`config.mk`:
```
export PLATFORM = sky130hd
export DESIGN_NAME = debug_control_port
export DESIGN_NICKNAME = d
export VERILOG_FILES = /design/src/design/mass_erase_seq.v /design/src/design/debug_control_port.v
export VERILOG_INCLUDE_DIRS = /design/src /design/src/shared
export SDC_FILE = /design/constraint.sdc
export NUM_CORES = 1
export LEC_CHECK = 0
export ABC_AREA = 1
export CORE_MARGIN = 3
export CORE_UTILIZATION = 43
export DETAILED_ROUTE_END_ITERATION = 6
export DONT_BUFFER_PORTS = 1
export GPL_ROUTABILITY_DRIVEN = 0
export PLACE_DENSITY_LB_ADDON = 0.12
export SLEW_MARGIN = 20
export SYNTH_ARGS = -nofsm -noshare
export SYNTH_HDL_FRONTEND = slang
export SYNTH_HIERARCHICAL = 1
export SYNTH_SLANG_ARGS = --single-unit
```
`constraint.sdc`:
```
create_clock -name CLK_IN -period 4.3 [get_ports CLK_IN]
set_clock_uncertainty 0.05 [all_clocks]
set_input_delay 0.86 -clock CLK_IN [delete_from_list [all_inputs] [get_ports CLK_IN]]
set_output_delay 0.86 -clock CLK_IN [all_outputs]
set_load 0.02 [all_outputs]
```
`src/shared/ctrl_port_defs.vh`:
```
`ifndef CTRL_PORT_DEFS_VH
`define CTRL_PORT_DEFS_VH

// Control port register offsets (byte address within the selected port)
`define CP_OFS_SOFT_RESET      8'h00
`define CP_OFS_ERASE_TRIGGER   8'h04
`define CP_OFS_ERASE_STATE     8'h08
`define CP_OFS_PROT_STATE      8'h0C
`define CP_OFS_IDENTITY        8'hFC

// Field positions and reset values
`define CP_SOFT_RESET_BIT      0
`define CP_ERASE_BIT           0
`define CP_SOFT_RESET_RST      1'h0
`define CP_ERASE_IDLE_VALUE    1'h0

// Debug port register selects, address bits [3:2]
`define DP_SEL_ID_ABORT        2'h0
`define DP_SEL_CTRL_STAT       2'h1
`define DP_SEL_SELECT          2'h2
`define DP_SEL_RDBUFF          2'h3

// Power-up request bits of the debug port status word
`define DP_SYS_PWR_REQ_BIT     30
`define DP_DBG_PWR_REQ_BIT     28

// Three-bit link answers, sent least significant bit first
`define LINK_ACK_OK            3'h1
`define LINK_ACK_FAULT         3'h4

// Count of consecutive high data bits that forms a line reset
`define LINK_RESET_ONES        6'h32

// Region strobes of the mass erase sequence
`define ERASE_REGIONS          3

`endif

```
`src/design/mass_erase_seq.v`:
```
`timescale 1ns/1ps
`include "ctrl_port_defs.vh"

// Walks flash, user configuration area and RAM one region at a time
module mass_erase_seq #(
	parameter REGIONS = `ERASE_REGIONS
) (
	input  wire               clk_in,
	input  wire               rst_in,
	input  wire               start_in,
	input  wire               region_done_in,
	output reg  [REGIONS-1:0] region_out,
	output reg                busy_out,
	output reg                done_out
);

	reg [REGIONS-1:0] region_next;
	reg               busy_next;
	reg               done_next;

	// One-hot region pointer; start ignored while busy
	always @* begin
		region_next = region_out;
		busy_next   = busy_out;
		done_next   = 1'b0;
		if (!busy_out) begin
			if (start_in) begin
				region_next = {{(REGIONS-1){1'b0}}, 1'b1};
				busy_next   = 1'b1;
			end
		end else if (region_done_in) begin
			// Shift on to the next region, finish after the last
			region_next = {region_out[REGIONS-2:0], 1'b0};
			if (region_out[REGIONS-1]) begin
				busy_next = 1'b0;
				done_next = 1'b1;
			end
		end
	end

	always @(posedge clk_in) begin
		if (rst_in) begin
			region_out <= {REGIONS{1'b0}};
			busy_out   <= 1'b0;
			done_out   <= 1'b0;
		end else begin
			region_out <= region_next;
			busy_out   <= busy_next;
			done_out   <= done_next;
		end
	end

endmodule // mass_erase_seq

```
`src/design/debug_control_port.v`:
```
// Function
// RL1: Control port stays reachable under protection
// RL2: Protection refuses memory port reads and writes
// RL3: Mass erase command is the only unlock
// RL4: Erase covers flash, configuration area, RAM
// RL5: Soft reset field holds device reset
// RL6: Writing one starts erase, zero ignored
// RL7: Erase state reads one while busy
// RL8: Protection state reads zero when protected
// RL9: Debugger requests power-up before port access
// RL10: After erase, ready and unprotected until reprogrammed
// RL11: Debugger polls erase state until ready
`timescale 1ns/1ps
`include "ctrl_port_defs.vh"

module debug_control_port #(
	parameter [31:0] LINK_IDCODE   = 32'h0000_0001, // Arbitrary value
	parameter [31:0] PORT_IDENTITY = 32'h0000_0A5A, // Arbitrary value
	parameter [7:0]  CTRL_PORT_SEL = 8'h01,
	parameter [7:0]  MEM_PORT_SEL  = 8'h00
) (
	input  wire        CLK_IN,
	input  wire        SYS_RST_IN,
	input  wire        SWDCLK_IN,
	input  wire        SWDIO_IN,
	output reg         SWDIO_OUT,
	output reg         SWDIO_OE_OUT,
	input  wire        PROT_CFG_IN,
	output wire        PROTECTED_OUT,
	output reg         SOFT_RESET_OUT,
	output wire [2:0]  ERASE_REGION_OUT,
	input  wire        ERASE_REGION_DONE_IN,
	output reg         MEM_REQ_OUT,
	output reg         MEM_WRITE_OUT,
	output reg  [7:0]  MEM_ADDR_OUT,
	output reg  [31:0] MEM_WDATA_OUT,
	input  wire [31:0] MEM_RDATA_IN
);

	localparam [2:0] ST_IDLE  = 3'h0;
	localparam [2:0] ST_HDR   = 3'h1;
	localparam [2:0] ST_TRN1  = 3'h2;
	localparam [2:0] ST_ACK   = 3'h3;
	localparam [2:0] ST_RDATA = 3'h4;
	localparam [2:0] ST_TRN2  = 3'h5;
	localparam [2:0] ST_WDATA = 3'h6;

	// Link pins cross into the core clock through two flops each
	reg        clk_s1_reg;
	reg        clk_s2_reg;
	reg        clk_s3_reg;
	reg        dio_s1_reg;
	reg        dio_s2_reg;
	wire       link_rise;

	reg [2:0]  state_reg;
	reg [5:0]  cnt_reg;
	reg [5:0]  ones_reg;
	reg [7:0]  hdr_reg;
	reg        ap_reg;
	reg        rnw_reg;
	reg [1:0]  a_reg;
	reg [2:0]  ack_reg;
	reg [31:0] shift_reg;
	reg        par_reg;

	reg [31:0] ctrl_stat_reg;
	reg [7:0]  apsel_reg;
	reg [3:0]  bank_reg;
	reg        unlock_reg;
	reg        prot_prev_reg;

	wire [7:0] hdr_full;
	wire       hdr_ok;
	wire       powered;
	wire       prot_active;
	wire [7:0] ap_addr;
	wire       erase_busy;
	wire       erase_done;
	reg        erase_start;
	reg [2:0]  ack_calc;
	reg [31:0] rdata_calc;

	// Synchronisers and rising edge of the link clock
	always @(posedge CLK_IN) begin
		if (SYS_RST_IN) begin
			clk_s1_reg <= 1'b0;
			clk_s2_reg <= 1'b0;
			clk_s3_reg <= 1'b0;
			dio_s1_reg <= 1'b1;
			dio_s2_reg <= 1'b1;
		end else begin
			clk_s1_reg <= SWDCLK_IN;
			clk_s2_reg <= clk_s1_reg;
			clk_s3_reg <= clk_s2_reg;
			dio_s1_reg <= SWDIO_IN;
			dio_s2_reg <= dio_s1_reg;
		end
	end

	assign link_rise = clk_s2_reg & ~clk_s3_reg;

	// Header: start, port/debug, read, A2, A3, parity, stop, park
	assign hdr_full = {dio_s2_reg, hdr_reg[7:1]};
	assign hdr_ok   = hdr_full[0] & ~hdr_full[6] & hdr_full[7] &
	                  (hdr_full[5] == ^hdr_full[4:1]);
	assign ap_addr  = {bank_reg, a_reg, 2'b00};

	// Port accesses need both power-up requests set
	assign powered  = ctrl_stat_reg[`DP_SYS_PWR_REQ_BIT] &
	                  ctrl_stat_reg[`DP_DBG_PWR_REQ_BIT]; // RL9
	// Configuration protects until an erase unlocks it
	assign prot_active   = PROT_CFG_IN & ~unlock_reg; // RL3
	assign PROTECTED_OUT = prot_active;

	// Answer to the current request
	always @* begin
		ack_calc = `LINK_ACK_OK;
		if (ap_reg && !powered)
			ack_calc = `LINK_ACK_FAULT;
		else if (ap_reg && apsel_reg == MEM_PORT_SEL && prot_active)
			ack_calc = `LINK_ACK_FAULT; // RL2
	end

	// Read data; the control port ignores protection except in its protection state field
	always @* begin
		rdata_calc = 32'h0000_0000;
		if (!ap_reg) begin
			case (a_reg)
				`DP_SEL_ID_ABORT:  rdata_calc = LINK_IDCODE;
				`DP_SEL_CTRL_STAT: rdata_calc = ctrl_stat_reg;
				default:           rdata_calc = 32'h0000_0000;
			endcase
		end else if (apsel_reg == CTRL_PORT_SEL) begin // RL1
			case (ap_addr)
				`CP_OFS_SOFT_RESET: rdata_calc = {31'h0, SOFT_RESET_OUT};
				`CP_OFS_ERASE_STATE: rdata_calc = {31'h0, erase_busy}; // RL7
				`CP_OFS_PROT_STATE: rdata_calc = {31'h0, ~prot_active}; // RL8
				`CP_OFS_IDENTITY: rdata_calc = PORT_IDENTITY;
				default: rdata_calc = 32'h0000_0000;
			endcase
		end else if (apsel_reg == MEM_PORT_SEL) begin
			rdata_calc = MEM_RDATA_IN;
		end
	end

	// Serial engine, stepped on each link clock rising edge
	always @(posedge CLK_IN) begin
		if (SYS_RST_IN) begin
			state_reg      <= ST_IDLE;
			cnt_reg        <= 6'h00;
			ones_reg       <= 6'h00;
			hdr_reg        <= 8'h00;
			ap_reg         <= 1'b0;
			rnw_reg        <= 1'b0;
			a_reg          <= 2'h0;
			ack_reg        <= `LINK_ACK_OK;
			shift_reg      <= 32'h0000_0000;
			par_reg        <= 1'b0;
			SWDIO_OUT      <= 1'b1;
			SWDIO_OE_OUT   <= 1'b0;
			ctrl_stat_reg  <= 32'h0000_0000;
			apsel_reg      <= 8'h00;
			bank_reg       <= 4'h0;
			SOFT_RESET_OUT <= `CP_SOFT_RESET_RST; // RL5
			erase_start    <= 1'b0;
			MEM_REQ_OUT    <= 1'b0;
			MEM_WRITE_OUT  <= 1'b0;
			MEM_ADDR_OUT   <= 8'h00;
			MEM_WDATA_OUT  <= 32'h0000_0000;
		end else begin
			erase_start <= 1'b0;
			MEM_REQ_OUT <= 1'b0;
			if (link_rise) begin
				// Long run of ones is a line reset
				if (dio_s2_reg && !SWDIO_OE_OUT && ones_reg != `LINK_RESET_ONES)
					ones_reg <= ones_reg + 6'h01;
				else if (!dio_s2_reg)
					ones_reg <= 6'h00;
				case (state_reg)
					ST_IDLE: begin
						hdr_reg <= {dio_s2_reg, hdr_reg[7:1]};
						cnt_reg <= 6'h01;
						if (dio_s2_reg && ones_reg != `LINK_RESET_ONES)
							state_reg <= ST_HDR;
					end
					ST_HDR: begin
						hdr_reg <= hdr_full;
						cnt_reg <= cnt_reg + 6'h01;
						if (cnt_reg == 6'h07) begin
							ap_reg    <= hdr_full[1];
							rnw_reg   <= hdr_full[2];
							a_reg     <= hdr_full[4:3];
							// Bad header: stay silent, host will retry
							state_reg <= hdr_ok ? ST_TRN1 : ST_IDLE;
						end
					end
					ST_TRN1: begin
						ack_reg      <= ack_calc;
						shift_reg    <= rdata_calc;
						par_reg      <= ^rdata_calc;
						SWDIO_OE_OUT <= 1'b1;
						SWDIO_OUT    <= ack_calc[0];
						cnt_reg      <= 6'h01;
						state_reg    <= ST_ACK;
						// Memory port read strobe only when allowed
						if (ap_reg && rnw_reg && apsel_reg == MEM_PORT_SEL &&
						    ack_calc == `LINK_ACK_OK) begin
							MEM_REQ_OUT   <= 1'b1;
							MEM_WRITE_OUT <= 1'b0;
							MEM_ADDR_OUT  <= ap_addr;
						end
					end
					ST_ACK: begin
						if (cnt_reg != 6'h03) begin
							SWDIO_OUT <= ack_reg[cnt_reg[1:0]];
							cnt_reg   <= cnt_reg + 6'h01;
						end else if (ack_reg == `LINK_ACK_OK && rnw_reg) begin
							SWDIO_OUT <= shift_reg[0];
							shift_reg <= {1'b0, shift_reg[31:1]};
							cnt_reg   <= 6'h01;
							state_reg <= ST_RDATA;
						end else begin
							// Turnaround before write data or after refusal
							SWDIO_OE_OUT <= 1'b0;
							cnt_reg      <= 6'h00;
							state_reg    <= (ack_reg == `LINK_ACK_OK) ? ST_WDATA : ST_TRN2;
						end
					end
					ST_RDATA: begin
						cnt_reg <= cnt_reg + 6'h01;
						if (cnt_reg < 6'h20) begin
							SWDIO_OUT <= shift_reg[0];
							shift_reg <= {1'b0, shift_reg[31:1]};
						end else if (cnt_reg == 6'h20) begin
							SWDIO_OUT <= par_reg;
						end else begin
							SWDIO_OE_OUT <= 1'b0;
							state_reg    <= ST_TRN2;
						end
					end
					ST_TRN2: begin
						// Skip the turnaround bit, the pull-up reads as one
						state_reg <= ST_IDLE;
					end
					ST_WDATA: begin
						cnt_reg <= cnt_reg + 6'h01;
						if (cnt_reg < 6'h20) begin
							shift_reg <= {dio_s2_reg, shift_reg[31:1]};
						end else begin
							state_reg <= ST_IDLE;
							// Writes with bad parity are dropped
							if (dio_s2_reg == ^shift_reg) begin
								if (!ap_reg) begin
									if (a_reg == `DP_SEL_CTRL_STAT)
										ctrl_stat_reg <= shift_reg;
									else if (a_reg == `DP_SEL_SELECT) begin
										apsel_reg <= shift_reg[31:24];
										bank_reg  <= shift_reg[7:4];
									end
								end else if (apsel_reg == CTRL_PORT_SEL) begin
									if (ap_addr == `CP_OFS_SOFT_RESET)
										SOFT_RESET_OUT <= shift_reg[`CP_SOFT_RESET_BIT]; // RL5
									// Zero is the idle value and does nothing
									if (ap_addr == `CP_OFS_ERASE_TRIGGER &&
									    shift_reg[`CP_ERASE_BIT] != `CP_ERASE_IDLE_VALUE)
										erase_start <= 1'b1; // RL6
								end else if (apsel_reg == MEM_PORT_SEL) begin
									MEM_REQ_OUT   <= 1'b1; // RL2
									MEM_WRITE_OUT <= 1'b1;
									MEM_ADDR_OUT  <= ap_addr;
									MEM_WDATA_OUT <= shift_reg;
								end
							end
						end
					end
					default: begin
						state_reg    <= ST_IDLE;
						SWDIO_OE_OUT <= 1'b0;
					end
				endcase
				// Line reset wins over any transfer in flight
				if (dio_s2_reg && !SWDIO_OE_OUT && ones_reg == `LINK_RESET_ONES - 6'h01)
					state_reg <= ST_IDLE;
			end
		end
	end

	// Unlock latch: erase done sets, reprogrammed configuration clears
	always @(posedge CLK_IN) begin
		if (SYS_RST_IN) begin
			unlock_reg    <= 1'b0;
			prot_prev_reg <= 1'b0;
		end else begin
			prot_prev_reg <= PROT_CFG_IN;
			if (erase_done)
				unlock_reg <= 1'b1; // RL10
			else if (PROT_CFG_IN && !prot_prev_reg)
				unlock_reg <= 1'b0; // RL10
		end
	end

	// Erase sequence over flash, configuration area and RAM
	mass_erase_seq #(
		.REGIONS (`ERASE_REGIONS)
	) u_erase (
		.clk_in         (CLK_IN),
		.rst_in         (SYS_RST_IN),
		.start_in       (erase_start), // RL4
		.region_done_in (ERASE_REGION_DONE_IN),
		.region_out     (ERASE_REGION_OUT),
		.busy_out       (erase_busy),
		.done_out       (erase_done)
	);

endmodule // debug_control_port

```
==> flow_summary.toml <==
[outcome]
status = "finished with violations"
violations = "design-rule violations"

[min_path]
min_path_cells = 2
whs_endpoint = "clk_s2_reg"
hp-start = "clk_s1_reg"
hold_path.class = "reg -> reg"

[clock_network]
clk_latency_ns = 0.44
postCtsSetupBuffers = 0
cts_max_path_buffers = 2
holdBufCountCts = 0
clockRootBuffer = "clkbuf_16"
cts-buffers-inserted = 17
cts.sinks = 161
htreeDepth = 4
path_clk_slew_ns = 0.07
cts_tree = "built"
cts_resized = 0

[timing]
setup_ws_ns = 1.32
worst_slew_pin_slew_ns = 0.881
post-route-period-util_pct = 69.4
relSlewSlack_pct = 41.1
slew_viol_final = 0
hold_violations = 0
min_period_ns = 2.98
setup_viol = 0
rsz0062_at_grt = "false"
tns_ns = 0
fmax_mhz = 335

[global_routing]
grt_max_degree = 65
grt_pass1_wl_microns = 41700
grt_pass1_vias = 8079
grt_usage_pct = 23.0
antenna_found_initial = 0
grt.overflow.total = 0

[power]
p_seq_share_pct = 48.5
power_w = 0.00310
pwr-share-comb_pct = 2.5
p_leak_nw = 4.69
swShare_pct = 25.6
p_int_w = 0.00231
clockPowerShare_pct = 49.0
ir_worst_vdd_v = 0.000209
switchingPower_w = 0.000793
power_density_nw_per_um2 = 317

[routing]
viasPerCell = 5.04
wl_per_cell_microns = 14.8
final_antenna_net_count = 0
detail_route.first_pass.iterations = 7
drtIter0Drc = 586
via_count = 8721
drc_errors = 2
wirelength_microns = 25600

[worst_setup_path]
crit_type = "reg -> reg"
r2r_start = "shift_reg[31]"
worstSetupEndpointType = "flop"
cp.required_ns = 4.57
startpoint_type = "flop"
r2r_cells = 13
path_max_fanout = 64
crit_arrival_ns = 3.26
reg2reg_slack_ns = 1.32
r2r-end = "MEM_WDATA_OUT[28]"

[placed_design]
place_area_sq_um = 9200
dp.cells = 1697
hpwl_microns = 18000
dp_slack_ns = 1.35
port-buffer-count = 0

[logic_synthesis]
ys_ff_latch = 161
ys_seq_area_share_pct = 35.7
async_flop_share_pct = 0
syn-cell-area_sq_um = 9020
synthFlopType = "dfxtp_1"
avgSynthCellArea_sq_um = 6.14
ys_types = 48
synth_warnings = 6
synth_cells = 1470
synth_edf_count = 0

[floorplanning]
die-width_microns = 151
core_sq_um = 20400
start_util_pct = 44.2
dieArea_sq_um = 22800
pin_count = 87
rows = 52
dieHeight_microns = 151

[job]
cap_violations = 0

[layout]
stdcell_count = 1729
antenna_cells = 0
fillers = 2195
areaGrowthSynthToFinish_pct = 8.36
nets = 1489
finalInstanceArea_sq_um = 9780
drive_gt1_share_pct = 6.31
-- synth_stat cells (2+ instances only) --
master	n	area share [%]
buf_2	14	0.78
a31oi_1	34	2.4
nor4_1	2	0.14
nor3b_1	2	0.17
nor2_2	9	0.62
buf_4	2	0.17
ha_1	5	0.69
a211oi_1	3	0.25
nand4_1	11	0.76
a21oi_2	3	0.29
nand2_2	12	0.83
nor2_1	229	9.5
buf_6	3	0.37
nor3_1	10	0.55
o21ai_0	71	3.9
xor2_1	12	1.2
nand3_1	76	4.2
inv_2	9	0.37
dfxtp_1	161	36
nand3_4	2	0.39
xnor2_1	23	2.2
buf_1	3	0.12
nand2_1	527	22
inv_1	159	6.6
a21oi_1	31	1.7
clkbuf_1	34	1.4
or2_2	2	0.14
-- per-layer routing --
| layer | share of wire [%] | up-vias | track usage (%) | wire length, microns |
|---|---|---|---|---|
| li1 | - | 4496 | - | - |
| met1 | 43 | 3972 | 27.9 | 11000 |
| met2 | 49 | 209 | 40.0 | 12600 |
| met3 | 4.9 | 44 | 4.88 | 1260 |
| met4 | 2.8 | 0 | 8.70 | 724 |
| met5 | 0 | - | 0 | 0 |
-- through the flow --
step | utilization, % | hold WS [ns]
detailed placement | 45.0 | 0.345
global route | 47.9 | 0.395
CTS | 47.9 | 0.361
floorplan | - | 0.338
finish | 47.9 | 0.358
global placement | 45.0 | 0.352
-- how the worst max path moves through the flow --
stage / start / endpoint / slack (ns) / cells after the start
6_report: shift_reg[31] / MEM_WDATA_OUT[28] / 1.32 / 13
5_1_grt: apsel_reg[2] / par_reg / 0.98 / 19
4_1_cts: shift_reg[31] / MEM_WDATA_OUT[11] / 1.31 / 13
3_5_place_dp: shift_reg[24] / MEM_WDATA_OUT[11] / 1.35 / 13
3_3_place_gp: shift_reg[31] / MEM_WDATA_OUT[11] / 1.39 / 13
2_1_floorplan: PROT_CFG_IN / MEM_ADDR_OUT[2] / 2.15 / 8
-- worst max-delay path, cell delays in order, from the launching register on --
cell     delay, ns
dfxtp_1       0.58
xnor2_1       0.22
xor2_1        0.19
nand2_1       0.08
nand2_2       0.10
inv_2         0.05
nand2_1       0.06
nand2_1       0.08
nand2_2       0.10
nand3_2       0.09
nand2_4       0.18
nand4_4       0.67
nor2_1        0.31
nor2_1        0.08
-- power by group through the flow --
stage	clock (W)	sequential [W]	combinational [W]
detailed placement	0	0.00154	0.0000772
global route	0.00161	0.00150	0.0000880
floorplan	0	0.00154	0.0000624
CTS	0.00155	0.00150	0.0000776
finish	0.00152	0.00150	0.0000779
global placement	0	0.00154	0.0000779
-- area by class of cell --
class	instances	area (sq um)	area share [%]
Multi-Input combinational cell	1084	4890	50.0
Sequential cell	161	3220	33.0
Inverter	168	632	6.46
Clock buffer	18	439	4.49
Tap cell	270	338	3.46
Clock inverter	14	139	1.42
Timing Repair Buffer	14	118	1.20
-- layout by cell type (no fill, tap or decap), types with 2 or more instances in the layout --
cell / instances
ha_1: 5
inv_8: 5
dfxtp_1: 160
nand3_4: 2
nor3_1: 10
conb_1: 2
inv_6: 5
a21oi_1: 31
or2_2: 2
clkbuf_16: 17
buf_4: 13
xor2_1: 12
xnor2_1: 23
clkinvlp_4: 3
nand4_1: 11
a31oi_1: 34
nand2_1: 527
nor2_1: 228
o21ai_0: 71
nor2_2: 9
nand3_1: 76
inv_2: 8
inv_1: 159
nor3b_1: 2
nand2_2: 12
a21oi_2: 3
nor4_1: 2
a211oi_1: 3
-- kinds of logic (layout without fill, tap and decap cells) --
logic type	count (synthesis)	count (layout)	share of synthesized area (%)
compound gates	152	152	9.46
xor+xnor	36	36	3.58
fa+ha+maj	5	5	0.693
buf+inv	226	214	10.2
flops	161	161	35.7
other cells	1	2	0.0416
simple gates	889	889	40.3
Note: power is estimated with default switching activity, not from simulation.
